`config.mk`:
```
export PLATFORM = sky130hd
export DESIGN_NAME = ptu_top
export DESIGN_NICKNAME = d
export VERILOG_FILES = /design/src/inc/ptu_pkg.sv /design/src/design/ptu_sync.sv /design/src/design/ptu_prescaler.sv /design/src/design/ptu_top.sv
export SDC_FILE = /design/constraint.sdc
export NUM_CORES = 1
export LEC_CHECK = 0
export ABC_CLOCK_PERIOD_IN_PS = 2900
export BUFFER_PORTS_ARGS = -buffer_cell sky130_fd_sc_hd__buf_2
export CAP_MARGIN = 10
export CORE_UTILIZATION = 53
export DETAILED_ROUTE_END_ITERATION = 10
export PLACE_DENSITY = 0.9
export SKIP_LAST_GASP = 1
export SLEW_MARGIN = 20
export SYNTH_ARGS = -nofsm -noshare
export SYNTH_HDL_FRONTEND = slang
export SYNTH_SLANG_ARGS = --single-unit
```
`constraint.sdc`:
```
create_clock -name hclk -period 2.9 [get_ports hclk]
set_input_delay 0.58 -clock hclk [delete_from_list [all_inputs] [get_ports hclk]]
set_output_delay 0.58 -clock hclk [all_outputs]
set_load 0.03 [all_outputs]
```
`src/inc/ptu_pkg.sv`:
```
// shared constants, register map and carrier types of the periodic tick unit
package ptu_pkg;

  // ==========================================================
  // widths
  localparam int unsigned PRESC_W = 15;          // shared prescaler counter
  localparam int unsigned PERIOD_W = 4;          // period select field
  localparam int unsigned LEVEL_N = 8;           // level events, div 64 .. div 8192
  localparam int unsigned LEVEL_LSB = 5;         // prescaler bit of the div 64 level
  localparam int unsigned IRQ_N = 3;             // tick, overflow, compare
  localparam int unsigned ADDR_W = 8;            // decoded byte address bits

  // ==========================================================
  // register byte offsets
  localparam logic [ADDR_W-1:0] OFF_COUNTER_CTRL = 8'h00;  // counter_enable
  localparam logic [ADDR_W-1:0] OFF_TICK_CONTROL = 8'h10;  // tick_control
  localparam logic [ADDR_W-1:0] OFF_TICK_SYNC_STATUS = 8'h14;  // busy flags
  localparam logic [ADDR_W-1:0] OFF_TICK_IRQ_ENABLE = 8'h18;  // mask register
  localparam logic [ADDR_W-1:0] OFF_IRQ_FLAGS = 8'h1c;   // sticky status
  localparam logic [ADDR_W-1:0] OFF_PRESC_VALUE = 8'h20;  // prescaler readback

  // ==========================================================
  // field positions
  localparam int unsigned CTL_EN_BIT = 0;        // tick_enable / counter_enable
  localparam int unsigned CTL_PER_LSB = 3;       // period field in tick_control
  localparam int unsigned ST_CTL_BUSY_BIT = 0;   // control_sync_busy
  localparam int unsigned ST_CNT_BUSY_BIT = 1;   // counter enable still crossing
  localparam int unsigned IRQ_TICK_BIT = 0;      // tick_irq_bit
  localparam int unsigned IRQ_OVF_BIT = 1;       // overflow flag
  localparam int unsigned IRQ_CMP_BIT = 2;       // compare flag

  // ==========================================================
  // period codes: code k selects prescaler bit k, division 2^(k+1)
  localparam logic [PERIOD_W-1:0] PERIOD_OFF = 4'h0;   // no tick output
  localparam logic [PERIOD_W-1:0] PERIOD_MIN = 4'h1;   // divide by 4
  localparam logic [PERIOD_W-1:0] PERIOD_MAX = 4'he;   // divide by 32768
  localparam logic [PERIOD_W-1:0] DIV_SIXTEEN_SETTING = 4'h3;  // follows bit 3

  // ==========================================================
  // reset values
  localparam logic [PERIOD_W-1:0] PERIOD_RST = 4'h0;
  localparam logic [IRQ_N-1:0] IRQ_RST = 3'h0;
  localparam logic [PRESC_W-1:0] PRESC_RST = 15'h0000;

  // ==========================================================
  // ahb-lite encodings
  localparam logic [1:0] HTRANS_NONSEQ = 2'h2;
  localparam logic [1:0] HTRANS_SEQ = 2'h3;

  // event bundle toward the event system
  typedef struct packed {
    logic [LEVEL_N-1:0] level;   // tick_level_div_min .. tick_level_div_max
    logic overflow_event;        // one slow period pulse
    logic compare_match_event;   // one slow period pulse
    logic tick;                  // periodic tick output
  } ptu_evt_s;

endpackage : ptu_pkg

```
`src/design/ptu_sync.sv`:
```
// three-stage synchroniser for the slow clock pin with agreement filter
`timescale 1ns/10ps
module ptu_sync (
  input wire logic hclk,
  input wire logic hresetn,
  input wire logic ce,
  input wire logic din,
  output logic level,
  output logic rise
);
  import ptu_pkg::*;

  // ==========================================================
  // state
  typedef struct packed {
    logic s1;     // first stage, read only by s2
    logic s2;
    logic s3;
    logic filt;   // accepted level
  } ptu_sync_s;

  ptu_sync_s st;
  ptu_sync_s next_st;

  // next state: accept a change once stage two and three agree
  always_comb begin
    next_st = st;
    next_st.s1 = din;
    next_st.s2 = st.s1;
    next_st.s3 = st.s2;
    if (st.s2 == st.s3) begin
      next_st.filt = st.s3;
    end
  end

  // register with clock enable
  always_ff @(posedge hclk or negedge hresetn) begin
    if (!hresetn) begin
      st <= '0;
    end else if (ce) begin
      st <= next_st;
    end
  end

  assign level = st.filt;
  // strobe in the cycle before the accepted level goes high
  assign rise = st.s2 & st.s3 & ~st.filt;

endmodule : ptu_sync

```
`src/design/ptu_prescaler.sv`:
```
// shared prescaler counter with level event taps
`timescale 1ns/10ps
module ptu_prescaler (
  input wire logic hclk,
  input wire logic hresetn,
  input wire logic ce,
  input wire logic slow_edge,
  input wire logic run,
  output logic [ptu_pkg::PRESC_W-1:0] count,
  output logic [ptu_pkg::LEVEL_N-1:0] level
);
  import ptu_pkg::*;

  // ==========================================================
  // state
  typedef struct packed {
    logic [PRESC_W-1:0] cnt;   // keeps its phase while stopped
  } ptu_presc_s;

  ptu_presc_s st;
  ptu_presc_s next_st;

  // count one per slow clock edge while either function runs
  always_comb begin
    next_st = st;
    if (run && slow_edge) begin
      next_st.cnt = st.cnt + 1'b1;
    end
  end

  always_ff @(posedge hclk or negedge hresetn) begin
    if (!hresetn) begin
      st.cnt <= PRESC_RST;
    end else if (ce) begin
      st <= next_st;
    end
  end

  assign count = st.cnt;

  // level taps div 64 .. div 8192, straight from counter flops
  genvar gi;
  generate
    for (gi = 0; gi < LEVEL_N; gi++) begin : g_lvl
      assign level[gi] = st.cnt[LEVEL_LSB+gi];
    end
  endgenerate

endmodule : ptu_prescaler

```
`src/design/ptu_top.sv`:
```
// periodic tick unit: shared prescaler, tick interrupt, events, ahb-lite slave
//
// Behaviour
// software sets clock, irq enable, period, then enables
// software polls busy flags before every write
// tick_enable written 1 starts, 0 stops
// tick and counter share one prescaler counter
// prescaler stopped only when both enables low
// first tick anywhere within one period
// tick toggles every half selected period
// tick output equals selected prescaler bit
// overflow and compare events last one slow period
// events fire exactly when their flags set
// level events at divisions 64 to 8192
// period selects division 4 up to 32768
// irq high while enabled flag is set
// control busy while tick_control write crosses
// tick flag set on tick rising edge
//
// The AHB-Lite interface to the registers and the register addresses were chosen for this implementation.
`timescale 1ns/10ps
module ptu_top (
  input wire logic hclk,
  input wire logic hresetn,
  input wire logic ce,
  // ahb-lite slave
  input wire logic hsel,
  input wire logic [31:0] haddr,
  input wire logic [1:0] htrans,
  input wire logic hwrite,
  input wire logic [2:0] hsize,
  input wire logic [31:0] hwdata,
  input wire logic hready,
  output logic hreadyout,
  output logic hresp,
  output logic [31:0] hrdata,
  // slow real-time clock pin
  input wire logic rtc_clk_pin,
  // counter conditions from the counter logic, same clock, one cycle each
  input wire logic overflow_cond,
  input wire logic compare_cond,
  // outputs
  output ptu_pkg::ptu_evt_s events,
  output logic counter_tick_run,
  output logic [ptu_pkg::PRESC_W-1:0] presc_count,
  output logic irq
);
  import ptu_pkg::*;

  // ==========================================================
  // state
  typedef struct packed {
    logic tick_enable;                   // applied in slow domain
    logic [PERIOD_W-1:0] period;         // applied period code
    logic counter_enable;                // applied counter enable
    logic ctl_busy;                      // control_sync_busy
    logic [PERIOD_W:0] ctl_pend;         // pending {period, enable}
    logic cnt_busy;                      // counter enable crossing
    logic cnt_pend;                      // pending counter enable
    logic [IRQ_N-1:0] irq_en;            // tick_irq_enable_reg
    logic [IRQ_N-1:0] irq_flags;         // sticky status
    logic tick_q;                        // previous tick output
    logic ovf_pend;                      // overflow seen, waits for slow edge
    logic cmp_pend;                      // compare seen, waits for slow edge
    logic ovf_evt;                       // overflow_event level
    logic cmp_evt;                       // compare_match_event level
    logic wr_act;                        // write data phase pending
    logic [ADDR_W-1:0] wr_addr;          // address of that write
    logic [31:0] rdata;                  // read data register
  } ptu_top_s;

  ptu_top_s st;
  ptu_top_s next_st;

  // ==========================================================
  // helpers
  logic slow_edge;                       // rising edge of slow clock
  logic slow_level;
  logic [PRESC_W-1:0] cnt;
  logic [LEVEL_N-1:0] lvl;
  logic tick_out;
  logic addr_ok;
  logic rd_req;
  logic wr_req;
  logic [ADDR_W-1:0] a_addr;
  logic [IRQ_N-1:0] set_v;

  // register hit test, used by read and write decode
  function automatic logic ptu_hit(input logic [ADDR_W-1:0] a,
                                   input logic [ADDR_W-1:0] off);
    ptu_hit = (a == off);
  endfunction : ptu_hit

  // tick bit select, zero for codes outside the legal range
  function automatic logic ptu_tick_bit(input logic [PRESC_W-1:0] c,
                                        input logic [PERIOD_W-1:0] p);
    if ((p >= PERIOD_MIN) && (p <= PERIOD_MAX)) begin
      ptu_tick_bit = c[p];
    end else begin
      ptu_tick_bit = 1'b0;
    end
  endfunction : ptu_tick_bit

  // ==========================================================
  // slow clock pin synchroniser
  ptu_sync u_sync (
    .hclk(hclk),
    .hresetn(hresetn),
    .ce(ce),
    .din(rtc_clk_pin),
    .level(slow_level),
    .rise(slow_edge)
  );

  // shared prescaler, runs while either function is enabled
  ptu_prescaler u_presc (
    .hclk(hclk),
    .hresetn(hresetn),
    .ce(ce),
    .slow_edge(slow_edge),
    .run(st.tick_enable | st.counter_enable),
    .count(cnt),
    .level(lvl)
  );

  // ==========================================================
  // bus decode
  assign a_addr = haddr[ADDR_W-1:0];
  assign addr_ok = hsel && hready && (htrans == HTRANS_NONSEQ || htrans == HTRANS_SEQ);
  assign rd_req = addr_ok && !hwrite;
  assign wr_req = addr_ok && hwrite;

  // tick output follows the selected prescaler bit while enabled
  assign tick_out = st.tick_enable & ptu_tick_bit(cnt, st.period);

  // ==========================================================
  // next state
  always_comb begin
    next_st = st;
    set_v = '0;

    // address phase: capture write, build read data
    next_st.wr_act = wr_req;
    next_st.wr_addr = a_addr;
    if (rd_req) begin
      next_st.rdata = '0;
      unique case (1'b1)
        ptu_hit(a_addr, OFF_COUNTER_CTRL): begin
          next_st.rdata[CTL_EN_BIT] = st.cnt_busy ? st.cnt_pend : st.counter_enable;
        end
        ptu_hit(a_addr, OFF_TICK_CONTROL): begin
          next_st.rdata[CTL_PER_LSB +: PERIOD_W+1] = '0;
          next_st.rdata[CTL_EN_BIT] = st.ctl_busy ? st.ctl_pend[0] : st.tick_enable;
          next_st.rdata[CTL_PER_LSB +: PERIOD_W] =
            st.ctl_busy ? st.ctl_pend[PERIOD_W:1] : st.period;
        end
        ptu_hit(a_addr, OFF_TICK_SYNC_STATUS): begin
          next_st.rdata[ST_CTL_BUSY_BIT] = st.ctl_busy;
          next_st.rdata[ST_CNT_BUSY_BIT] = st.cnt_busy;
        end
        ptu_hit(a_addr, OFF_TICK_IRQ_ENABLE): begin
          next_st.rdata[IRQ_N-1:0] = st.irq_en;
        end
        ptu_hit(a_addr, OFF_IRQ_FLAGS): begin
          next_st.rdata[IRQ_N-1:0] = st.irq_flags;
        end
        ptu_hit(a_addr, OFF_PRESC_VALUE): begin
          next_st.rdata[PRESC_W-1:0] = cnt;
        end
        default: begin
          next_st.rdata = '0;   // unmapped reads as zero
        end
      endcase
    end

    // read of the status register clears it
    if (rd_req && ptu_hit(a_addr, OFF_IRQ_FLAGS)) begin
      next_st.irq_flags = '0;
    end

    // data phase: apply write
    if (st.wr_act) begin
      unique case (1'b1)
        ptu_hit(st.wr_addr, OFF_COUNTER_CTRL): begin
          if (!st.cnt_busy) begin
            next_st.cnt_pend = hwdata[CTL_EN_BIT];
            next_st.cnt_busy = 1'b1;
          end
        end
        ptu_hit(st.wr_addr, OFF_TICK_CONTROL): begin
          if (!st.ctl_busy) begin
            next_st.ctl_pend = {hwdata[CTL_PER_LSB +: PERIOD_W], hwdata[CTL_EN_BIT]};
            next_st.ctl_busy = 1'b1;
          end
        end
        ptu_hit(st.wr_addr, OFF_TICK_IRQ_ENABLE): begin
          next_st.irq_en = hwdata[IRQ_N-1:0];
        end
        ptu_hit(st.wr_addr, OFF_IRQ_FLAGS): begin
          next_st.irq_flags = st.irq_flags & ~hwdata[IRQ_N-1:0];
        end
        default: begin
          next_st.wr_act = next_st.wr_act;   // ignored write
        end
      endcase
    end

    // counter conditions wait for the next slow edge
    if (overflow_cond) begin
      next_st.ovf_pend = 1'b1;
    end
    if (compare_cond) begin
      next_st.cmp_pend = 1'b1;
    end

    // slow domain work on each slow clock edge
    if (slow_edge) begin
      // pending control writes take effect here
      if (st.ctl_busy) begin
        next_st.tick_enable = st.ctl_pend[0];
        next_st.period = st.ctl_pend[PERIOD_W:1];
        next_st.ctl_busy = 1'b0;
      end
      if (st.cnt_busy) begin
        next_st.counter_enable = st.cnt_pend;
        next_st.cnt_busy = 1'b0;
      end
      // events last from this edge to the next
      next_st.ovf_evt = st.ovf_pend | overflow_cond;
      next_st.cmp_evt = st.cmp_pend | compare_cond;
      next_st.ovf_pend = 1'b0;
      next_st.cmp_pend = 1'b0;
      set_v[IRQ_OVF_BIT] = st.ovf_pend | overflow_cond;
      set_v[IRQ_CMP_BIT] = st.cmp_pend | compare_cond;
    end

    // tick flag on rising edge of the tick output
    next_st.tick_q = tick_out;
    set_v[IRQ_TICK_BIT] = tick_out & ~st.tick_q;

    // set wins over any clear in the same cycle
    next_st.irq_flags = next_st.irq_flags | set_v;
  end

  // ==========================================================
  // state register
  always_ff @(posedge hclk or negedge hresetn) begin
    if (!hresetn) begin
      st <= '0;
      st.period <= PERIOD_RST;
      st.irq_en <= IRQ_RST;
      st.irq_flags <= IRQ_RST;
    end else if (ce) begin
      st <= next_st;
    end
  end

  // ==========================================================
  // outputs
  assign hreadyout = 1'b1;            // zero wait states
  assign hresp = 1'b0;                // always okay
  assign hrdata = st.rdata;
  assign events.level = lvl;
  assign events.overflow_event = st.ovf_evt;
  assign events.compare_match_event = st.cmp_evt;
  assign events.tick = tick_out;
  assign counter_tick_run = st.counter_enable;
  assign presc_count = cnt;
  assign irq = |(st.irq_flags & st.irq_en);

  // ==========================================================
  // assertions
  AST_IRQ_LEVEL: assert property (@(posedge hclk) disable iff (!hresetn)
    irq == |(st.irq_flags & st.irq_en)) else $error("irq not flag and enable");

  AST_PRESC_HOLD: assert property (@(posedge hclk) disable iff (!hresetn)
    (ce && !st.tick_enable && !st.counter_enable) |=> $stable(cnt))
    else $error("prescaler moved while stopped");

  AST_PRESC_RUN: assert property (@(posedge hclk) disable iff (!hresetn)
    (ce && slow_edge && (st.tick_enable || st.counter_enable)) |=>
    (cnt == $past(cnt) + 1'b1)) else $error("prescaler did not count");

  AST_TICK_BIT: assert property (@(posedge hclk) disable iff (!hresetn)
    (st.tick_enable && st.period == DIV_SIXTEEN_SETTING) |-> (tick_out == cnt[3]))
    else $error("tick not bit three");

  AST_TICK_OFF: assert property (@(posedge hclk) disable iff (!hresetn)
    !st.tick_enable |-> !tick_out) else $error("tick while disabled");

  AST_BUSY_SET: assert property (@(posedge hclk) disable iff (!hresetn)
    (ce && st.wr_act && st.wr_addr == OFF_TICK_CONTROL && !st.ctl_busy) |=> st.ctl_busy)
    else $error("busy not raised on write");

  AST_BUSY_CLR: assert property (@(posedge hclk) disable iff (!hresetn)
    (ce && slow_edge && st.ctl_busy) |=> (!st.ctl_busy && st.tick_enable == $past(st.ctl_pend[0])))
    else $error("control not applied at slow edge");

  AST_TICK_FLAG: assert property (@(posedge hclk) disable iff (!hresetn)
    (ce && $rose(tick_out)) |-> ##1 st.irq_flags[IRQ_TICK_BIT])
    else $error("tick flag missing");

  AST_OVF_EVT: assert property (@(posedge hclk) disable iff (!hresetn)
    (ce && slow_edge && (st.ovf_pend || overflow_cond)) |=>
    (events.overflow_event && st.irq_flags[IRQ_OVF_BIT]))
    else $error("overflow event and flag differ");

  AST_EVT_HOLD: assert property (@(posedge hclk) disable iff (!hresetn)
    (!slow_edge || !ce) |=> $stable(events.compare_match_event))
    else $error("compare event changed off slow edge");

  AST_LVL: assert property (@(posedge hclk) disable iff (!hresetn)
    events.level[LEVEL_N-1] == cnt[LEVEL_LSB+LEVEL_N-1])
    else $error("div 8192 level wrong");

  COV_TICK: cover property (@(posedge hclk) disable iff (!hresetn) $rose(tick_out));
  COV_IRQ: cover property (@(posedge hclk) disable iff (!hresetn) $rose(irq));
  COV_OVF: cover property (@(posedge hclk) disable iff (!hresetn) $rose(events.overflow_event));
  COV_BUSY: cover property (@(posedge hclk) disable iff (!hresetn) $fell(st.ctl_busy));

endmodule : ptu_top

```
==> summary.md, run 1 <==
| Metric | Value |
|---|---|
| Worst skew pair latency | `roughly 0.35 ns` |
| Total power | `~2.1 mW` |
| Port Buf Inserts | `67` |
| Filler cells | `~530` |
| Hold_ws | `roughly 0.026 ns` |
| Post-synthesis compound-gate area fraction | `0.0871` |
| GR Overflow Total | `0` |
| Worst EP arrival | `1.95 ns` |
| Largest net degree at the start of global routing | `65` |
| Clk pin slew, worst setup/hold paths | `0.08 ns` |
| Mapped Area | `3560 sq um` |
| Xor/xnor cell area share of the yosys netlist | `0.0344` |
| Pre-antenna DRT Iters | `9` |
| HP Class | `primary input to async pin` |
| DR DRC count | `22` |
| I/O pins | `140` |
| Antenna cell count | `0` |
| Area grow syn2layout | `10.6%` |
| Total track usage | `0.216` |
| Startpoint Class | `flop` |
| Die Area | `7050 sq um` |
| CTS tree | `built` |
| Hold Fails Final Rpt | `0` |
| Syn. warnings | `0` |
| FF-to-FF setup slack | `0.79 ns` |
| Pins over their slew limit | `0` |
| Synth Instances | `~320` |
| CTS root buffer | `clkbuf_8` |
| Routability cong. | `0.852` |
| Remaining antenna violation count | `0` |
| Clock skew | `0.0129 ns` |
| Kind of critical path | `flop to output port` |
| Worst setup EP type | `output port` |
| Buf/Inv on CP | `1` |
| Failing checks | `design-rule violations` |
| Ratio of cells with drive above 1 in the final layout | `0.327` |
| # setup viols final | `0` |
| Total CTS buffers | `9` |
| Netlist cell types | `between 50 and 60` |
| Dpl hpwl | `about 5 mm` |
| CTS sink cnt | `around 70` |
| Post-synthesis simple-gate area fraction | `0.147` |
| Run status | `complete, but fails checks` |
| Unrepaired setup endpoints after global routing | `no` |
| TNS Setup | `0 ns` |
| Finished Core Util | `0.614` |
| Cts repair resizes | `0` |
| Mean routed wirelength per cell | `15.5 um` |
| DR vias/cell | `~5.6` |
| Clock Path Buffers | `2` |
| Dominant synthesized flop cell | `dfrtp_1` |
| Synth Area in Adders | `0.00702` |
| # nets final | `445` |
| Slew @ Worst Pin | `around 0.8 ns` |
| Die width | `between 80 and 90 um` |
| Avg Cell Area, Syn | `roughly 11 sq um` |
| H-tree depth | `3` |
| Post-CTS Hold Buffers | `0` |
| Total wire length | `6.95 mm` |
| Pwr dens | `~540 nW/um^2` |
| Number of global-route vias before repair | `between 2000 and 2500` |
| CP cell instances | `mux2_2, a221o_1, nand3_1, nand2_1, buf_2` |
| FF/Latch Area | `approximately 1700 sq um` |
| Async S/R FF share, synth | `1.00` |
| Part of the cycle the worst path needs | `0.873` |
| Core Rows | `29` |
| Setup bufs post-CTS | `0` |
| Die height | `84.0 um` |
| P_leak | `1.99 nW` |
| Starting density of the core | `0.555` |
| Min Tclk post-route | `~2.5 ns` |
| Req. time, crit path | `2.32 ns` |
| Sequential fraction of the synthesis area | `0.478` |
| Initial antenna violation count | `0` |
| F_max | `0.395 GHz` |
| Top delay family on crit path | `flip-flops` |
| VDD IR max | `between 0.4 and 0.5 mV` |
| Max cap viols | `0` |
| Post-synthesis mux area share | `0.131` |
| Multi-input gate area | `1520 sq um` |
| CP max FO | `10` |
| Slowest CP cell | `dfrtp_1` |
| Slew headroom | `0.474` |
| Vias | `2501` |
| First-pass GRT wire length | `11.6 mm` |
| Count of flip-flops with a built-in enable after synthesis | `0` |
| Core area | `6420 sq um` |
| Max incr delay on CP | `~0.53 ns` |
| Largest family of logic cells by synthesized area | `simple AND/OR/NAND/NOR gates` |
| Initial DRC count | `143` |
| FF+latch count, synth | `68` |
[cell usage in the layout, fill, tap and decap left out, types with 7 or more instances in the layout]
| master | instances |
|---|---|
| mux2i_1 | 11 |
| dfrtp_1 | 68 |
| nor2b_1 | 7 |
| a22o_1 | 8 |
| conb_1 | 19 |
| mux2_2 | 25 |
| nand2_1 | 23 |
| buf_2 | 67 |
| nor2_1 | 11 |
| clkbuf_8 | 9 |
| nand3_1 | 9 |
| nor3_1 | 7 |
| xnor2_1 | 11 |
[cell usage after synthesis, types with 2 or more instances]
cell	count	area, sq um
a21o_1	2	15.0
a21oi_1	3	15.0
a221o_1	5	50.1
a22o_1	8	70.1
a22oi_1	2	15.0
a31oi_1	2	12.5
and2_1	4	25.0
and3_1	3	18.8
and4_1	3	26.3
and4b_1	2	20.0
buf_1	2	7.51
buf_4	46	345
clkbuf_1	6	22.5
conb_1	2	7.51
dfrtp_1	68	1700
ha_1	2	25.0
inv_1	5	18.8
mux2_2	25	282
mux2_4	5	75.1
mux2i_1	11	110
nand2_1	23	86.3
nand3_1	9	45.0
nand3b_1	5	37.5
nand4_1	5	31.3
nand4b_1	3	26.3
nor2_1	11	41.3
nor2b_1	7	43.8
nor3_1	7	35.0
nor4_1	3	18.8
o21ai_0	5	25.0
o31ai_1	2	15.0
xnor2_1	11	96.3
xor2_1	3	26.3
[logic make-up (layout without fill, tap and decap cells)]
kind of cell	Yosys count	in the layout
AO/OA/AOI/OAI	40	40
XOR/XNOR	14	14
adder cells (fa/ha/maj)	2	2
buffers and inverters	60	94
flip-flops	68	68
multiplexers	41	41
other	2	19
AND/OR/NAND/NOR	92	92
[area by class of cell]
type / count / area share
sequential: 68 / 0.432
multi-input combinational: 208 / 0.385
timing repair buffer: 73 / 0.0965
clock buffer: 9 / 0.0314
clock inverter: 7 / 0.0257
tap: 77 / 0.0244
inverter: 5 / 0.00476
[registers in the layout, indices dropped and copies added (netlist names)]
name,count
counter_tick_run,1
events,2
hrdata,15
st,31
u_presc.count,15
u_sync.level,1
u_sync.next_st,2
u_sync.st,1
[path summary, 6_finish.rpt]
kind | start | endpoint | depth (start not counted)
max | st[62] | events[0] | 5
min reg2reg | events[2] | events[2] | 1
max in group asynchronous | hresetn | u_sync.level | 2
min in group hclk | hwdata[4] | st[56] | 2
min | hresetn | hrdata[10] | 1
max reg2reg | st[33] | st[58] | 4
[metal layers]
layer,up-vias,routed length [um],track usage
met2,89,3520,0.362
met3,9,474,0.0692
li1,1169,-,-
met5,-,0,0
met1,1234,2840,0.258
met4,0,112,0.0815
[through the flow]
stage               setup slack [ns]  area, sq um  std cells
finish                         0.368         3940        447
global route                   0.287         3940        447
CTS                            0.347         3940        447
detailed placement             0.734         3720        431
global placement               0.771         3720        431
floorplan                      0.799         3630        336
[power breakdown]
group          switching [mW]  total (mW)  internal (mW)
clock network           0.380       0.868          0.488
registers              0.0340        1.04           1.00
logic                   0.154       0.235         0.0808
(Power assumes the default switching activity.)
==> run 2: changes to the inputs <==
- ABC_AREA: default -> 1
- CORE_UTILIZATION: 53 -> 54
- HOLD_SLACK_MARGIN: default -> 0.08
==> run 2 against run 1 <==
Net effect: the flow now finishes without violations; sequential cell count is the same; worst setup slack gained 0.025 ns; largest power group unchanged; fmax grew 1.0%; critical path depth grew 6; clock-buffer cell count is the same; via count grew 30%; synthesized cell count grew 49%; combinational power grew 110%; die area grew 3.7%.
==> summary.md, run 2 <==
| Metric | Value |
|---|---|
| Run status | `finished, final reports clean` |
| Setup bufs post-CTS | `0 (unchanged)` |
| Switch share | `0.334 (+0.0687)` |
| Area grow syn2layout | `10.0%` |
| Routability cong. | `0.909 (+6.7%)` |
| Die width | `85.5 um (+1.8%)` |
| CP max FO | `13 (+3)` |
| Slew @ Worst Pin | `0.769 ns (-0.0206 ns)` |
| Worst setup EP type | `output port` |
| DR vias/cell | `5.36 (-4.2%)` |
| Mean routed wirelength per cell | `14.1 um (-9.1%)` |
| Min Tclk post-route | `2.51 ns (-0.0251 ns)` |
| FF+latch count, synth | `68 (unchanged)` |
| P_leak | `2.22 nW (+12%)` |
| Remaining antenna violation count | `0 (unchanged)` |
| Final worst setup slack | `0.393 ns (+0.0251 ns)` |
| Core area | `6760 sq um (+5.2%)` |
| Max cap viols | `0 (unchanged)` |
| Max reg flops | `31 (unchanged)` |
| Worst skew pair latency | `0.35 ns (about the same)` |
| First-pass GRT wire length | `14.1 mm (+21%)` |
| Netlist cell types | `34 (-35%)` |
| H-tree depth | `3 (unchanged)` |
| Die height | `85.5 um (+1.8%)` |
| Place WS | `0.798 ns (+0.0646 ns)` |
| Clock Path Buffers | `2 (unchanged)` |
| Pwr dens | `607 nW/um^2 (+12%)` |
| Die Area | `7310 sq um (+3.7%)` |
| CTS sink cnt | `68 (unchanged)` |
| Async S/R FF share, synth | `1.00 (unchanged)` |
| Placed Cells | `591 (+37%)` |
| Share of total power in sequential cells | `0.459 (-0.025)` |
| HP Class | `primary input to async pin` |
| Req. time, crit path | `2.32 ns (about the same)` |
| Clk pin slew, worst setup/hold paths | `0.08 ns (about the same)` |
| Largest net degree at the start of global routing | `38 (-42%)` |
| Pins over their slew limit | `0 (unchanged)` |
| VDD IR max | `0.379 mV (-18%)` |
| Unrepaired setup endpoints after global routing | `no` |
| Initial DRC count | `268 (+87%)` |
| Dominant synthesized flop cell | `dfrtp_1` |
| Count of flip-flops with a built-in enable after synthesis | `0 (unchanged)` |
| Port Buf Inserts | `67 (unchanged)` |
| Sequential fraction of the synthesis area | `0.452 (-0.0257)` |
| Commonest cells post-synth | `nand2_1 (135), dfrtp_1 (68), buf_4 (46), inv_1 (46), nor2_1 (37)` |
| # nets final | `602 (+35%)` |
| Total wire length | `8.58 mm (+23%)` |
| FF/Latch Area | `1700 sq um (unchanged)` |
| Avg Cell Area, Syn | `7.91 sq um (-29%)` |
| CTS root buffer | `clkbuf_8` |
| Pre-antenna DRT Iters | `5 (-4)` |
| Layout Cells excl Fill | `607 (+36%)` |
| Antenna cell count | `0 (unchanged)` |
| Number of global-route vias before repair | `2976 (+24%)` |
| Worst EP arrival | `1.93 ns (-0.02 ns)` |
| Syn. warnings | `0 (unchanged)` |
| Core Rows | `30 (+3.4%)` |
| Cell internal pwr | `1.67 mW (+6.6%)` |
| Kind of critical path | `flop to output port` |
| CTS tree | `built` |
| Part of the cycle the worst path needs | `0.864 (-0.00865)` |
| Dpl hpwl | `6.18 mm (+23%)` |
| Slew headroom | `0.488 (+0.0137)` |
| Post-CTS Hold Buffers | `0 (unchanged)` |
| Post-synth top area cell | `dfrtp_1` |
| Psw | `0.840 mW (+48%)` |
| Hold Fails Final Rpt | `0 (unchanged)` |
| Reg with most FFs | `st` |
| Total CTS buffers | `9 (unchanged)` |
| Filler cells | `573 (+7.9%)` |
| GR Overflow Total | `0 (unchanged)` |
| Starting density of the core | `0.557 (+0.00258)` |
| Total track usage | `0.250 (+0.0343)` |
| Clock power share | `0.340 (-0.066)` |
| Cts repair resizes | `0 (unchanged)` |
| Synth Instances | `476 (+49%)` |
| Startpoint Class | `flop` |
| Leading cell type in the layout, fill and taps excluded | `nand2_1` |
| TNS Setup | `0 ns (unchanged)` |
| DR DRC count | `0 (-100%)` |
| Clock skew | `0.00926 ns (-0.00367 ns)` |
| Initial antenna violation count | `0 (unchanged)` |
| # setup viols final | `0 (unchanged)` |
| Vias | `3252 (+30%)` |
| Multi-input gate area | `1560 sq um (+2.8%)` |
| Ratio of cells with drive above 1 in the final layout | `0.207 (-0.120)` |
| Worst r2r path cells | `5 (+1)` |
| Combinational power share | `0.200 (+0.090)` |
| Most frequent cells in the layout | `nand2_1 (135), dfrtp_1 (68), buf_2 (67)` |
| Area contributors post-synth | `dfrtp_1 (45%), nand2_1 (13%), buf_4 (9.2%)` |
| Top-count cell post-synth | `nand2_1` |
| Mapped Area | `3760 sq um (+5.7%)` |
| I/O pins | `140 (unchanged)` |
| F_max | `0.399 GHz (+1.0%)` |
| Share of the synthesized area in the top cell type | `0.452 (-0.0257)` |
## run 2: cell count changes in the layout (fill, tap and decap cells not counted), sizes merged, moves of 5 or more
cell	change
a221o	-5
inv	+45
o21ai	+33
nand2	+114
a22o	-8
xor2	+10
nand3	+25
mux2	-26
xnor2	-11
nor2b	-7
nor2	+31
mux2i	-11
## run 2: area by class of cell
type / count / share of cell area
clock buffers: 9 / 0.0299
clock inverters: 7 / 0.0220
inverters: 51 / 0.0468
multi-input cells: 322 / 0.377
flip-flops and latches: 68 / 0.411
well taps: 80 / 0.0242
repair buffers: 70 / 0.0894
## run 2: cells by family after synthesis
| logic type | share of synthesized area |
|---|---|
| AND/OR/NAND/NOR | 0.276 |
| buffers and inverters | 0.150 |
| flip-flops | 0.452 |
| AO/OA/AOI/OAI | 0.0708 |
| XOR/XNOR | 0.0302 |
| multiplexers | 0.0120 |
| adder cells (fa/ha/maj) | 0.00665 |
| other | 0.00199 |
## run 2: path summary, 6_finish.rpt
| path | slack, ns | endpoint | startpoint |
|---|---|---|---|
| max | 0.39 | events[0] | st[61] |
| min | 0.30 | u_presc.count[13] | hresetn |
| max reg2reg | 1.24 | st[62] | u_sync.st[1] |
| min reg2reg | 0.48 | u_sync.next_st[2] | u_sync.next_st[2] |
| max in group asynchronous | 1.95 | hrdata[2] | hresetn |
| min in group hclk | 0.43 | u_sync.next_st[2] | rtc_clk_pin |
## run 2: worst max-delay path, cell delays in order (launching register included)
cell,delay (ns)
dfrtp_1,0.59
inv_1,0.14
nand2_1,0.08
nand2_1,0.05
nand2_1,0.05
nand2_1,0.06
nand2_1,0.06
nand2_1,0.05
nor2_1,0.12
nand2_1,0.09
inv_1,0.09
buf_2,0.20
## run 2: per-stage QoR
| stage | hold WS [ns] | util | total power [mW] | area [sq um] |
|---|---|---|---|---|
| floorplan | 0.284 | - | 1.55 | 3830 |
| global placement | 0.459 | 0.581 | 1.64 | 3930 |
| detailed placement | 0.461 | 0.581 | 1.66 | 3930 |
| CTS | 0.311 | 0.613 | 2.52 | 4140 |
| global route | 0.339 | 0.613 | 2.64 | 4140 |
| finish | 0.296 | 0.613 | 2.51 | 4140 |
## run 2: power by group through the flow
| stage | clock network [mW] | registers (mW) | logic [mW] |
|---|---|---|---|
| global route | 0.915 | 1.17 | 0.551 |
| finish | 0.855 | 1.15 | 0.504 |
| detailed placement | 0 | 1.17 | 0.496 |
| CTS | 0.865 | 1.15 | 0.502 |
| global placement | 0 | 1.16 | 0.476 |
| floorplan | 0 | 1.17 | 0.384 |
## run 2: routing by layer
metal,GRT usage,routed length (um)
met1,0.325,3530
met2,0.417,4290
met3,0.0558,667
met5,0,0
met4,0.0833,86
==> run 3: changes to the inputs <==
- RECOVER_POWER: default -> 25
==> run 3 against run 2 <==
Net effect: the flow now finishes with violations (max-capacitance violations, max-slew violations); sequential cell count unchanged; global-route usage stayed put; hold slack better by 0.13 ns; wire length shrank 0.50%; largest cell class unchanged; largest power group unchanged; first-iteration DRC count unchanged; total power hardly changed; clock power about the same; critical path type unchanged.
==> summary.md, run 3 (same netlist as run 2, synthesis figures left out) <==
| Metric | Value |
|---|---|
| Max cap viols | `1 (+1)` |
| Die Area | `7310 sq um (unchanged)` |
| Vias | `3257 (+0.15%)` |
| Starting density of the core | `0.557 (unchanged)` |
| TNS Setup | `0 ns (unchanged)` |
| Psw | `0.839 mW (-0.13%)` |
| Core area | `6760 sq um (unchanged)` |
| CP cell instances | `inv_1, nand2_1, nand2_1, nand2_1, nand2_1, nand2_1, nand2_1, nor2_1, nand2_1, inv_1, buf_2` |
| Req. time, crit path | `2.32 ns (about the same)` |
| CTS root buffer | `clkbuf_8` |
| Worst EP arrival | `1.93 ns (about the same)` |
| Clock power share | `0.340 (about the same)` |
| # setup viols final | `0 (unchanged)` |
| P_leak | `2.21 nW (-0.36%)` |
| DR DRC count | `0 (unchanged)` |
| Initial DRC count | `268 (unchanged)` |
| Cts repair resizes | `0 (unchanged)` |
| Part of the cycle the worst path needs | `0.864 (about the same)` |
| Clock skew | `0.00981 ns (+0.000548 ns)` |
| First-pass GRT wire length | `14.1 mm (unchanged)` |
| Die height | `85.5 um (unchanged)` |
| CTS sink cnt | `68 (unchanged)` |
| Run status | `complete, but fails checks` |
| Setup bufs post-CTS | `0 (unchanged)` |
| Filler cells | `577 (+0.70%)` |
| Die width | `85.5 um (unchanged)` |
| Slew @ Worst Pin | `1.84 ns (+1.08 ns)` |
| Total CTS buffers | `9 (unchanged)` |
| DR vias/cell | `5.37 (+0.15%)` |
| Max reg flops | `31 (unchanged)` |
| Most frequent cells in the layout | `nand2_1 (135), dfrtp_1 (68), buf_2 (65)` |
| Hold_ws | `0.429 ns (+0.133 ns)` |
| F_max | `0.399 GHz (about the same)` |
| Post-CTS Hold Buffers | `0 (unchanged)` |
| Clock Path Buffers | `2 (unchanged)` |
| Buf/Inv on CP | `3 (unchanged)` |
| Pre-antenna DRT Iters | `5 (unchanged)` |
| H-tree depth | `3 (unchanged)` |
| GR Overflow Total | `0 (unchanged)` |
| Hold Fails Final Rpt | `0 (unchanged)` |
| Total power | `2.51 mW (about the same)` |
| Leading cell type in the layout, fill and taps excluded | `nand2_1` |
| Total wire length | `8.53 mm (-0.50%)` |
| HP Class | `primary input to flop` |
| Min Tclk post-route | `2.51 ns (-0.00142 ns)` |
| Area grow syn2layout | `9.87%` |
| Top delay family on crit path | `flip-flops` |
| Pwr dens | `607 nW/um^2 (about the same)` |
| CP max FO | `13 (unchanged)` |
| I/O pins | `140 (unchanged)` |
| Cell internal pwr | `1.67 mW (about the same)` |
| Unrepaired setup endpoints after global routing | `no` |
| Worst skew pair latency | `0.35 ns (about the same)` |
| Combinational power share | `0.200 (about the same)` |
| Reg with most FFs | `st` |
| Startpoint Class | `flop` |
| Placed Area | `3930 sq um (unchanged)` |
| Initial antenna violation count | `0 (unchanged)` |
| Core Rows | `30 (unchanged)` |
| Port Buf Inserts | `67 (unchanged)` |
| Crit path top cell by count | `nand2_1` |
| Worst setup EP type | `output port` |
| CTS tree | `built` |
| Antenna cell count | `0 (unchanged)` |
| Slew headroom | `-0.230 (-0.717)` |
| Fin area | `4140 sq um (-0.15%)` |
| Share of total power in sequential cells | `0.460 (about the same)` |
| FF-to-FF setup slack | `1.24 ns (about the same)` |
| Largest net degree at the start of global routing | `38 (unchanged)` |
| Slowest CP cell | `dfrtp_1` |
| Routability cong. | `0.909 (unchanged)` |
| Finished Core Util | `0.612 (-0.000926)` |
| Failing checks | `max-capacitance violations, max-slew violations` |
| Ratio of cells with drive above 1 in the final layout | `0.199 (-0.00759)` |
| Clk pin slew, worst setup/hold paths | `0.07 ns (about the same)` |
| Kind of critical path | `flop to output port` |
| Switch share | `0.334 (about the same)` |
| Mean routed wirelength per cell | `14.1 um (-0.50%)` |
| VDD IR max | `0.379 mV (about the same)` |
| Remaining antenna violation count | `0 (unchanged)` |
| Max incr delay on CP | `0.59 ns (about the same)` |
| Dpl hpwl | `6.18 mm (unchanged)` |
| # nets final | `602 (unchanged)` |
| Total track usage | `0.250 (unchanged)` |
| Pins over their slew limit | `32 (+32)` |
| Number of global-route vias before repair | `2976 (unchanged)` |
run 3: cell count changes in the layout (fill, tap and decap cells not counted), sizes merged:
cell,before,now
buf,70,67
clkbuf,9,12
run 3: power by group through the flow:
| stage | logic (mW) | registers, mW | clock network (mW) |
|---|---|---|---|
| after global placement | 0.476 | 1.16 | 0 |
| after CTS | 0.502 | 1.15 | 0.865 |
| after global routing | 0.550 | 1.17 | 0.915 |
| after floorplan | 0.384 | 1.17 | 0 |
| after detailed placement | 0.496 | 1.17 | 0 |
| final | 0.503 | 1.15 | 0.854 |
run 3: area by class of cell:
type | count | area [sq um] | share of cell area
clock inverter | 7 | 91.3 | 0.0221
inverter | 51 | 194 | 0.0469
tap | 80 | 100 | 0.0242
multi-input combinational | 322 | 1560 | 0.377
clock buffer | 9 | 124 | 0.0299
sequential | 68 | 1700 | 0.411
timing repair buffer | 70 | 364 | 0.0880
run 3: layer usage:
metal	track usage	wire length (um)	up-vias	share of wire
li1	-	-	1538	-
met1	0.325	3500	1524	0.41
met2	0.417	4250	180	0.50
met4	0.0833	103	0	0.012
met5	0	0	-	0
met3	0.0558	681	15	0.080
run 3: tightest hold or removal path, cell delays in order:
cell and delay (ns):
buf_2 0.07, nand2_1 0.04, nand2_1 0.05
run 3: worst paths after layout:
path / start / to / depth (start not counted)
max: st[61] / events[0] / 11
min: rtc_clk_pin / u_sync.next_st[2] / 3
max reg2reg: u_sync.st[1] / st[62] / 5
min reg2reg: u_sync.next_st[2] / u_sync.next_st[2] / 2
max in group asynchronous: hresetn / st[62] / 1
min in group asynchronous: hresetn / u_presc.count[13] / 1
run 3: per-stage QoR:
stage,setup WS [ns],instances
floorplan,0.951,493
global placement,0.861,591
detailed placement,0.798,591
CTS,0.415,607
global route,0.204,607
finish,0.395,607
